$ cat config.mk
export PLATFORM = sky130hd
export DESIGN_NAME = pmc_regs
export DESIGN_NICKNAME = d
export VERILOG_FILES = /design/src/rtl/pmc_pkg.sv /design/src/rtl/pmc_reset_pulse.sv /design/src/rtl/pmc_regs.sv
export SDC_FILE = /design/constraint.sdc
export NUM_CORES = 1
export LEC_CHECK = 0
export BUFFER_PORTS_ARGS = -buffer_cell sky130_fd_sc_hd__buf_2
export CORE_AREA = 5 5 64 60
export CTS_CLUSTER_DIAMETER = 120
export DETAILED_ROUTE_END_ITERATION = 7
export DIE_AREA = 0 0 69 65
export PLACE_DENSITY_LB_ADDON = 0.05
export SKIP_LAST_GASP = 1
export SLEW_MARGIN = 25
export SYNTH_ARGS = -nofsm -noshare
export SYNTH_HDL_FRONTEND = slang
export SYNTH_SLANG_ARGS = --single-unit
$ cat constraint.sdc
create_clock -name clk_sys -period 3.34 [get_ports clk_sys]
set_input_delay 0.668 -clock clk_sys [delete_from_list [all_inputs] [get_ports clk_sys]]
set_output_delay 0.668 -clock clk_sys [all_outputs]
set_load 0.005 [all_outputs]
$ cat src/rtl/pmc_pkg.sv
/*
 * pmc_pkg: offsets, field positions, constants and carrier types for the
 * power-management capability register block.
 * assumes: a 32-bit APB slave with byte addresses, one word per register.
 */
package pmc_pkg;

    localparam logic [7:0]  ADDR_CAP          = 8'h90;
    localparam logic [7:0]  ADDR_CSR          = 8'h94;
    localparam logic [7:0]  ADDR_IRQ_STATUS   = 8'ha0;
    localparam logic [7:0]  ADDR_IRQ_ENABLE   = 8'ha4;
    localparam logic [7:0]  ADDR_IRQ_CLEAR    = 8'ha8;
    localparam logic [7:0]  ADDR_EVENT_SET    = 8'hac;

    // capability low half: id and next pointer, high half: capability bits
    localparam logic [7:0]  CAP_ID            = 8'h01;
    localparam logic [7:0]  CAP_NEXT_PTR      = 8'ha8;
    localparam logic [2:0]  CAP_VERSION       = 3'h2;
    localparam logic [2:0]  CAP_AUX_CURRENT   = 3'h1;
    localparam logic [4:0]  CAP_EVENT_SUPPORT = 5'h19;

    localparam int          CSR_STATE_LSB     = 0;
    localparam int          CSR_STATE_MSB     = 1;
    localparam int          CSR_EVT_EN_BIT    = 8;
    localparam int          CSR_EVT_ST_BIT    = 15;

    localparam int          IRQ_EVENT_BIT     = 0;
    localparam int          IRQ_WAKE_BIT      = 1;
    localparam int          IRQ_WIDTH         = 2;

    // reset pulse length in clk_sys cycles
    localparam int          RESET_PULSE_CYC   = 4;

    typedef enum logic [1:0] {
        PMC_D0 = 2'h0,
        PMC_D1 = 2'h1,
        PMC_D2 = 2'h2,
        PMC_D3 = 2'h3
    } pmc_pstate_e;

    typedef struct packed {
        logic        psel;
        logic        penable;
        logic        pwrite;
        logic [7:0]  paddr;
        logic [31:0] pwdata;
    } pmc_apb_req_s;

endpackage : pmc_pkg

$ cat src/rtl/pmc_reset_pulse.sv
/*
 * pmc_reset_pulse: stretches a one-cycle trigger into an internal reset
 * pulse of fixed length.
 * assumes: trigger is synchronous to clk_sys.
 */
`timescale 1ns/100ps
`default_nettype none
module pmc_reset_pulse
    import pmc_pkg::*;
#(
    parameter int PULSE_CYC = RESET_PULSE_CYC
) (
    input  wire logic clk_sys,
    input  wire logic rst,
    input  wire logic trigger,
    output logic      pulseOut
);
    localparam int CW = $clog2(PULSE_CYC + 1);

    logic [CW-1:0] count_ff;

    always_ff @(posedge clk_sys) begin
        if (rst) begin
            count_ff <= '0;
        end else if (trigger) begin
            count_ff <= CW'(PULSE_CYC);
        end else if (count_ff != '0) begin
            count_ff <= count_ff - 1'b1;
        end
    end

    always_ff @(posedge clk_sys) begin
        if (rst) begin
            pulseOut <= 1'b0;
        end else begin
            pulseOut <= trigger || (count_ff > CW'(1));
        end
    end
endmodule // pmc_reset_pulse
`default_nettype wire

$ cat src/rtl/pmc_regs.sv
/*
 * pmc_regs: power-management capability, control/status and bridge
 * extension registers behind an APB slave, with power-event output,
 * internal device reset on D3->D0 and an interrupt status/enable/clear set.
 * assumes: rst is the device reset; por_n is the power-on reset that alone
 * clears the sticky bits; power_event_in is an asynchronous wake source.
 */
// What this block does
// power state field reports current state, 00 is D0, 11 is D3, resets 00
// writes of 01 or 10 to the power state are discarded
// D3 to D0 by software causes internal reset, bus reset pin untouched
// sticky event enable bit 8 gates the power-event output, resets 0
// capability version bits 18:16 read 010
// capability bit 19 reads 0, no clock needed for power events
// capability bit 21 reads 0, no special initialization
// capability bits 25 and 26 read 0, D1 and D2 unsupported
// event support bits 31:27 read 11001
// data select, data scale and data byte all read zero
// extension bits 22 and 23 read 0
// sticky event status bit 15 sets on event, clears on write 1, survives reset
// reserved bits ignore writes and read zero
`timescale 1ns/100ps
`default_nettype none
module pmc_regs
    import pmc_pkg::*;
#(
    parameter int RST_CYC = RESET_PULSE_CYC
) (
    input  wire logic        clk_sys,
    input  wire logic        rst,
    input  wire logic        por_n,
    input  wire logic        psel,
    input  wire logic        penable,
    input  wire logic        pwrite,
    input  wire logic [7:0]  paddr,
    input  wire logic [31:0] pwdata,
    output logic [31:0]      prdata,
    output logic             pready,
    output logic             pslverr,
    input  wire logic        power_event_in,
    output logic             power_event_out_n,
    output logic             internal_reset,
    output logic             pstate_d3,
    output logic             irq
);
    pmc_apb_req_s  req;
    pmc_pstate_e   pstate_ff;
    logic          evtEn_ff;
    logic          evtSt_ff;
    logic [1:0]    evtSync_ff;
    logic          evtSeen_ff;
    logic [IRQ_WIDTH-1:0] irqSt_ff;
    logic [IRQ_WIDTH-1:0] irqEn_ff;
    logic          wrEn;
    logic          rdEn;
    logic          wakeRise;
    logic          d3ToD0;
    logic          rstPulse;
    logic [31:0]   nxt_prdata;
    logic          nxt_pslverr;
    logic [1:0]    wrState;
    logic [IRQ_WIDTH-1:0] irqEvt;

    assign req = '{psel: psel, penable: penable, pwrite: pwrite, paddr: paddr, pwdata: pwdata};

    function automatic logic isMapped(input logic [7:0] a);
        return (a == ADDR_CAP) || (a == ADDR_CSR) || (a == ADDR_IRQ_STATUS) ||
               (a == ADDR_IRQ_ENABLE) || (a == ADDR_IRQ_CLEAR) || (a == ADDR_EVENT_SET);
    endfunction

    // zero wait states: access phase completes at the first enable edge
    assign wrEn    = req.psel && req.penable && req.pwrite;
    assign rdEn    = req.psel && !req.penable && !req.pwrite;
    assign wrState = req.pwdata[CSR_STATE_MSB:CSR_STATE_LSB];
    assign d3ToD0  = wrEn && (req.paddr == ADDR_CSR) && (pstate_ff == PMC_D3)
                     && (wrState == PMC_D0);

    // event pin: first flop only feeds the second
    always_ff @(posedge clk_sys) begin
        if (rst) begin
            evtSync_ff <= '0;
        end else begin
            evtSync_ff <= {evtSync_ff[0], power_event_in};
        end
    end

    always_ff @(posedge clk_sys) begin
        if (rst) begin
            evtSeen_ff <= 1'b0;
        end else begin
            evtSeen_ff <= evtSync_ff[1];
        end
    end

    // software may inject an event through the test register
    assign wakeRise = (evtSync_ff[1] && !evtSeen_ff) ||
                      (wrEn && (req.paddr == ADDR_EVENT_SET) && req.pwdata[0]);

    always_ff @(posedge clk_sys) begin
        if (rst || rstPulse) begin
            pstate_ff <= PMC_D0;
        end else if (wrEn && (req.paddr == ADDR_CSR)) begin
            if (wrState == PMC_D0 || wrState == PMC_D3) begin
                pstate_ff <= pmc_pstate_e'(wrState);
            end
            // D1/D2 encodings fall through untouched
        end
    end

    // sticky bits are cleared only by power-on reset, not by rst
    always_ff @(posedge clk_sys) begin
        if (!por_n) begin
            evtEn_ff <= 1'b0;
        end else if (wrEn && (req.paddr == ADDR_CSR)) begin
            evtEn_ff <= req.pwdata[CSR_EVT_EN_BIT];
        end
    end

    always_ff @(posedge clk_sys) begin
        if (!por_n) begin
            evtSt_ff <= 1'b0;
        end else if (wakeRise) begin
            evtSt_ff <= 1'b1;
        end else if (wrEn && (req.paddr == ADDR_CSR) && req.pwdata[CSR_EVT_ST_BIT]) begin
            evtSt_ff <= 1'b0;
        end
    end

    // open-drain style active-low event line, only when enabled
    always_ff @(posedge clk_sys) begin
        if (!por_n) begin
            power_event_out_n <= 1'b1;
        end else begin
            power_event_out_n <= !(evtSt_ff && evtEn_ff);
        end
    end

    pmc_reset_pulse #(
        .PULSE_CYC (RST_CYC)
    ) u_reset_pulse (
        .clk_sys   (clk_sys),
        .rst       (rst),
        .trigger   (d3ToD0),
        .pulseOut  (rstPulse)
    );

    // internal reset only; the bus reset pin is never driven here
    always_ff @(posedge clk_sys) begin
        if (rst) begin
            internal_reset <= 1'b0;
        end else begin
            internal_reset <= rstPulse;
        end
    end

    always_ff @(posedge clk_sys) begin
        if (rst) begin
            pstate_d3 <= 1'b0;
        end else begin
            pstate_d3 <= (pstate_ff == PMC_D3);
        end
    end

    always_comb begin
        irqEvt = '0;
        irqEvt[IRQ_EVENT_BIT] = wakeRise;
        irqEvt[IRQ_WAKE_BIT]  = d3ToD0;
    end

    // set wins over a simultaneous clear
    always_ff @(posedge clk_sys) begin
        if (rst) begin
            irqSt_ff <= '0;
        end else if (wrEn && (req.paddr == ADDR_IRQ_CLEAR)) begin
            irqSt_ff <= (irqSt_ff & ~req.pwdata[IRQ_WIDTH-1:0]) | irqEvt;
        end else begin
            irqSt_ff <= irqSt_ff | irqEvt;
        end
    end

    always_ff @(posedge clk_sys) begin
        if (rst) begin
            irqEn_ff <= '0;
        end else if (wrEn && (req.paddr == ADDR_IRQ_ENABLE)) begin
            irqEn_ff <= req.pwdata[IRQ_WIDTH-1:0];
        end
    end

    always_ff @(posedge clk_sys) begin
        if (rst) begin
            irq <= 1'b0;
        end else begin
            irq <= |(irqSt_ff & irqEn_ff);
        end
    end

    // read data assembled; unlisted bits stay zero
    always_comb begin
        nxt_prdata = '0;
        case (req.paddr)
            ADDR_CAP: begin
                nxt_prdata[7:0]   = CAP_ID;
                nxt_prdata[15:8]  = CAP_NEXT_PTR;
                nxt_prdata[18:16] = CAP_VERSION;
                nxt_prdata[19]    = 1'b0;
                nxt_prdata[21]    = 1'b0;
                nxt_prdata[24:22] = CAP_AUX_CURRENT;
                nxt_prdata[26:25] = 2'h0;
                nxt_prdata[31:27] = CAP_EVENT_SUPPORT;
            end
            ADDR_CSR: begin
                nxt_prdata[CSR_STATE_MSB:CSR_STATE_LSB] = pstate_ff;
                nxt_prdata[CSR_EVT_EN_BIT] = evtEn_ff;
                nxt_prdata[14:9]  = 6'h00;
                nxt_prdata[CSR_EVT_ST_BIT] = evtSt_ff;
                nxt_prdata[23:22] = 2'h0;
                nxt_prdata[31:24] = 8'h00;
            end
            ADDR_IRQ_STATUS: begin
                nxt_prdata[IRQ_WIDTH-1:0] = irqSt_ff;
            end
            ADDR_IRQ_ENABLE: begin
                nxt_prdata[IRQ_WIDTH-1:0] = irqEn_ff;
            end
            default: begin
                nxt_prdata = '0;
            end
        endcase
    end

    assign nxt_pslverr = !isMapped(req.paddr);

    // read data captured in setup, held through access
    always_ff @(posedge clk_sys) begin
        if (rst) begin
            prdata <= '0;
        end else if (rdEn) begin
            prdata <= nxt_prdata;
        end
    end

    always_ff @(posedge clk_sys) begin
        if (rst) begin
            pready <= 1'b0;
        end else begin
            pready <= req.psel && !req.penable;
        end
    end

    always_ff @(posedge clk_sys) begin
        if (rst) begin
            pslverr <= 1'b0;
        end else if (req.psel && !req.penable) begin
            pslverr <= nxt_pslverr;
        end else begin
            pslverr <= 1'b0;
        end
    end
endmodule // pmc_regs
`default_nettype wire

Word level (Yosys, flattened, before mapping)
Index checks and enable logic that the tools add are counted.
- equal/unequal tests: 8
- muxes and demuxes: 9
- bitwise gates (word level): 6
- add/sub/neg operators: 1
- reductions and logical operators: 36
- order comparisons: 1
- operator list (cell ; number):
    == test 8 bit (second input constant) ; 6
    one-hot mux 8 bit (2 select lines) ; 1
    logical AND 1 bit ; 14
    two-way mux 10 bit ; 1
    logical OR 1 bit ; 9
    one-hot mux 2 bit (4 select lines) ; 1
    two-way mux 3 bit ; 2
    OR reduction 2 bit ; 3
    logical NOT 1 bit ; 5
    bitwise AND 2 bit ; 2
    == test 2 bit (second input constant) ; 2
    two-way mux 2 bit ; 2
    OR 2 bit ; 2
    nonzero test 2 bit ; 2
    > comparator 3 x 1 -> 1 bit (second input constant) ; 1
    nonzero test 3 bit ; 1
    subtractor 3 x 1 -> 3 bit (second input constant) ; 1
    logical NOT 2 bit ; 1
    two-way mux 1 bit ; 2
    inverter 2 bit ; 1
    AND reduction 2 bit ; 1
    inverter 1 bit ; 1
- bits in registers: 45

Logic depth before layout (Yosys ltp)
- depth in word-level cells: 7
- depth in mapped cells: 6
- gate-level depth less buffers: 6

Modules after synthesis
From an unflattened synthesis, not the netlist that was laid out.
- cell total of the unflattened synthesis: 155
- area total of the unflattened synthesis: 1387.6 sq um
- modules (own cells, without submodules) (module ; area each (sq um) ; times used ; cells an instance):
    pmc_regs ; 1178.6 ; 1 ; 134
    pmc_reset_pulse ; 209.0 ; 1 ; 21

Worst setup path before layout
Ideal clock, no wire load.
- kind: input-to-reg
- start point: input paddr[3]
- end point: register irqSt_ff[1]
- arrival: 1.815 ns
- stages: 4
- required time: 3.270 ns
- path buffers: 1
- setup slack: 1.454 ns
- cells stage by stage: or3_4 -> buf_6 -> or4_4 -> a21oi_1
- word-level cells in the longest chain between the ends: 6
- elaborated cells on any way between the ends: 9
- ends and longest elaborated chain (what ; RTL line ; text):
    start, declared ; pmc_regs.sv:35 ; input wire logic [7:0] paddr,
    == test 8 bit ; pmc_regs.sv:75 ; assign d3ToD0 = wrEn && (req.paddr == ADDR_CSR) && (pstate_ff == PMC_D3)
    logical AND 1 bit (2 in a row) ; pmc_regs.sv:75 ;
    logical AND 1 bit ; pmc_regs.sv:76 ; && (wrState == PMC_D0);
    OR 2 bit, on equally long branches ; pmc_regs.sv:177, pmc_regs.sv:175 ;
    two-way mux 2 bit * ; pmc_regs.sv:174 ; end else if (wrEn && (req.paddr == ADDR_IRQ_CLEAR)) begin
    end signal, assigned ; pmc_regs.sv:175 ; irqSt_ff <= (irqSt_ff & ~req.pwdata[IRQ_WIDTH-1:0]) | irqEvt;
    end signal, assigned ; pmc_regs.sv:177 ; irqSt_ff <= irqSt_ff | irqEvt;
    end, declared ; pmc_regs.sv:52 ; logic [IRQ_WIDTH-1:0] irqSt_ff;
Every way passes the cells marked *; elsewhere a longest branch is shown, timed or not.
A chain may end at the register's enable or synchronous reset.

Worst setup path in the final report
- start point: input paddr[6]
- end point: register u_reset_pulse.pulseOut
- word-level cells in the longest chain between the ends: 5
- ends and longest elaborated chain (what ; RTL line ; text):
    == test 8 bit ; pmc_regs.sv:75 ;
    logical AND 1 bit (2 in a row) ; pmc_regs.sv:75 ;
    logical AND 1 bit ; pmc_regs.sv:76 ;
    logical OR 1 bit ; pmc_reset_pulse.sv:36 ; pulseOut <= trigger || (count_ff > CW'(1));
    end signal, assigned ; pmc_reset_pulse.sv:36 ;
    end, declared ; pmc_reset_pulse.sv:16 ; output logic pulseOut
No other way between the ends.

==> metrics <==
Die Ht 65 µm; Cell Area, Synth 1380 µm²; routability congestion estimate approximately 0.75; Die X 69 µm; Yosys warning count 0; Total Die Area roughly 4500 µm²; critical-path cell list buf_2 > nand4bb_1 > nor4_1 > nor3_1 > nor2_1; clk_lat worst skew 0.32 ns; Crit path largest cell delay slightly above 0.6 ns; Hold/Removal Path Class flip-flop to flip-flop; Hold Violations, Final 0; skew final 0.00872 ns; Cell Pwr Density between 400 and 500 nW/µm²; Worst slew margin 0.631; # setup viols final 0; diode count 0; Leak 0.646 nW; Ports 85; Post-synth EDFFs 0; Area growth, synth to finish 7.70%; antenna viol nets, final 0; #FFs+latches synth 27; H-tree depth 1; via/cell ratio 4.54; clock slew at reported path FFs 0.15 ns; CP required 3.61 ns; final worst path period share 0.523; CP endpoint kind flip-flop; CTS root buffer clkbuf_4; cts repair resizes 0; layout cells sized above 1 0.253; RSZ-0062 raised after global routing no; Distinct cells, synth 39; clock sinks 27; final max-slew violation count 0; initial core utilization 0.431; initial antenna violation count 0; most common cell in the netlist dfxtp_1; Max Clk Rate 572 MHz; crit path max-delay cell type nor4_1; min Tclk post-route 1.75 ns; Max clock buf depth 2; GRT Residual Overflow 0; Core Box Area 3200 µm²; most frequent cells after synthesis dfxtp_1, buf_4, nor2_1; pin count of the biggest net entering global routing 25; CTS Buf Count 3; I/O Buffers 35; crit path kind primary input to flip-flop; ys flop type dfxtp_1; critical path's top delay family simple AND/OR/NAND/NOR gates; outcome finished, final reports clean; Slew @ Worst Pin 0.548 ns; vias in the first global route slightly below 1k; total track usage 0.113; Cells after Synth about 160; HPWL after DPL 2040 µm; sequential fraction of the synthesis area 0.391; max-cap violation count 0; Detailed Routing Iterations Pass 1 4; asr flop ratio synth 0; final wirelength 2530 µm; share of the synthesized area in the top cell type 0.391; via count between 1k and 1.5k; Setup crit start kind primary input; Worst VDD drop 164 µV; Bufs and invs on worst path 1; DRC 0; first-pass GRT wire length around 4200 µm; Cell Rows 20; Critical Path AT approximately 2 ns; highest fanout seen on the critical path 9; syn_area_per_cell 8.91 µm²; Hold-fix buffers, CTS 0; area leader, netlist dfxtp_1; nets@finish 234; Synth area leaders dfxtp_1, buf_4, mux2i_1; Fin Setup TNS 0 ns; Setup Buffers After CTS 0; CTS tree built; drt wl/cell approximately 11 µm; DR iter-0 viols 41; Tot Pwr 0.651 mW
worst paths after layout:
path / startpoint / endpoint / slack [ns] / cells after the start
hold reg to reg: evtSt_ff / power_event_out_n / 0.43 / 1
setup reg to reg: u_reset_pulse.count_ff[0] / u_reset_pulse.count_ff[1] / 2.01 / 5
hold / removal: evtSt_ff / power_event_out_n / 0.43 / 1
setup / recovery: paddr[6] / u_reset_pulse.pulseOut / 1.59 / 5
power breakdown:
group	internal, mW	switching (mW)
logic	0.0667	0.0776
registers	0.350	0.0172
clock network	0.0449	0.0950
registers in the layout, summed over array words and instances, names as in the netlist, 2 cells and up:
register,flops
irqEn_ff,2
pstate_ff,2
evtSync_ff,2
irqSt_ff,2
prdata,6
u_reset_pulse.count_ff,3
cell type report:
class                      instances  area (µm²)
tap                               44        55.1
timing repair buffer              35         175
multi-input combinational        108         659
sequential                        27         541
inverter                           8        30.0
fill                             339        1720
clock inverter                     1        5.00
clock buffer                       3        22.5
stage by stage:
stage | hold slack [ns] | setup WS [ns] | area, µm² | utilization | std cells
floorplan | 0.370 | 1.45 | 1460 | - | 175
global placement | 0.393 | 1.26 | 1460 | 0.456 | 222
detailed placement | 0.408 | 1.22 | 1460 | 0.456 | 222
CTS | 0.442 | 1.59 | 1490 | 0.464 | 226
global route | 0.465 | 1.35 | 1490 | 0.464 | 226
finish | 0.434 | 1.59 | 1490 | 0.464 | 226
cell usage in the layout, fill, tap and decap left out, types with 2 or more instances in the layout:
master | synthesis | final
a21oi_1 | 9 | 9
a21boi_0 | 2 | 2
clkbuf_4 | 0 | 3
nor2b_1 | 5 | 5
nand4bb_1 | 2 | 2
nand4_1 | 2 | 2
nor2_1 | 12 | 12
conb_1 | 1 | 21
buf_2 | 1 | 35
dfxtp_1 | 27 | 27
nor3_1 | 6 | 6
ha_1 | 4 | 4
inv_1 | 8 | 8
o21ai_0 | 3 | 3
mux2i_1 | 6 | 6
nand2_1 | 8 | 8
nand3b_1 | 2 | 2
nand3_1 | 4 | 4
nand2b_1 | 4 | 4
routing by layer:
| metal | global-route usage | wire length (µm) | share of wire |
|---|---|---|---|
| met5 | 0 | 0 | 0 |
| met4 | 0.0366 | 31 | 0.012 |
| met3 | 0.0295 | 194 | 0.077 |
| met2 | 0.189 | 1160 | 0.46 |
| met1 | 0.140 | 1150 | 0.45 |
worst reg2reg max path, delay by kind of cell (launching register included):
kind | cells | cell delay, ns
DFF | 1 | 0.39
AOI/OAI and AO/OA | 1 | 0.35
adders and majority gates | 1 | 0.22
and+or+nand+nor | 2 | 0.17
buffers and inverters | 1 | 0.09
kinds of logic (layout without fill, tap and decap cells):
logic type	after synthesis	after routing	share of synthesized area
AO/OA/AOI/OAI	23	23	0.109
XOR/XNOR	1	1	0.00634
adder cells (fa/ha/maj)	4	4	0.0362
buffers and inverters	40	47	0.186
flip-flops	27	27	0.391
multiplexers	6	6	0.0435
other	1	21	0.00271
AND/OR/NAND/NOR	53	53	0.226
(Power assumes the default switching activity.)
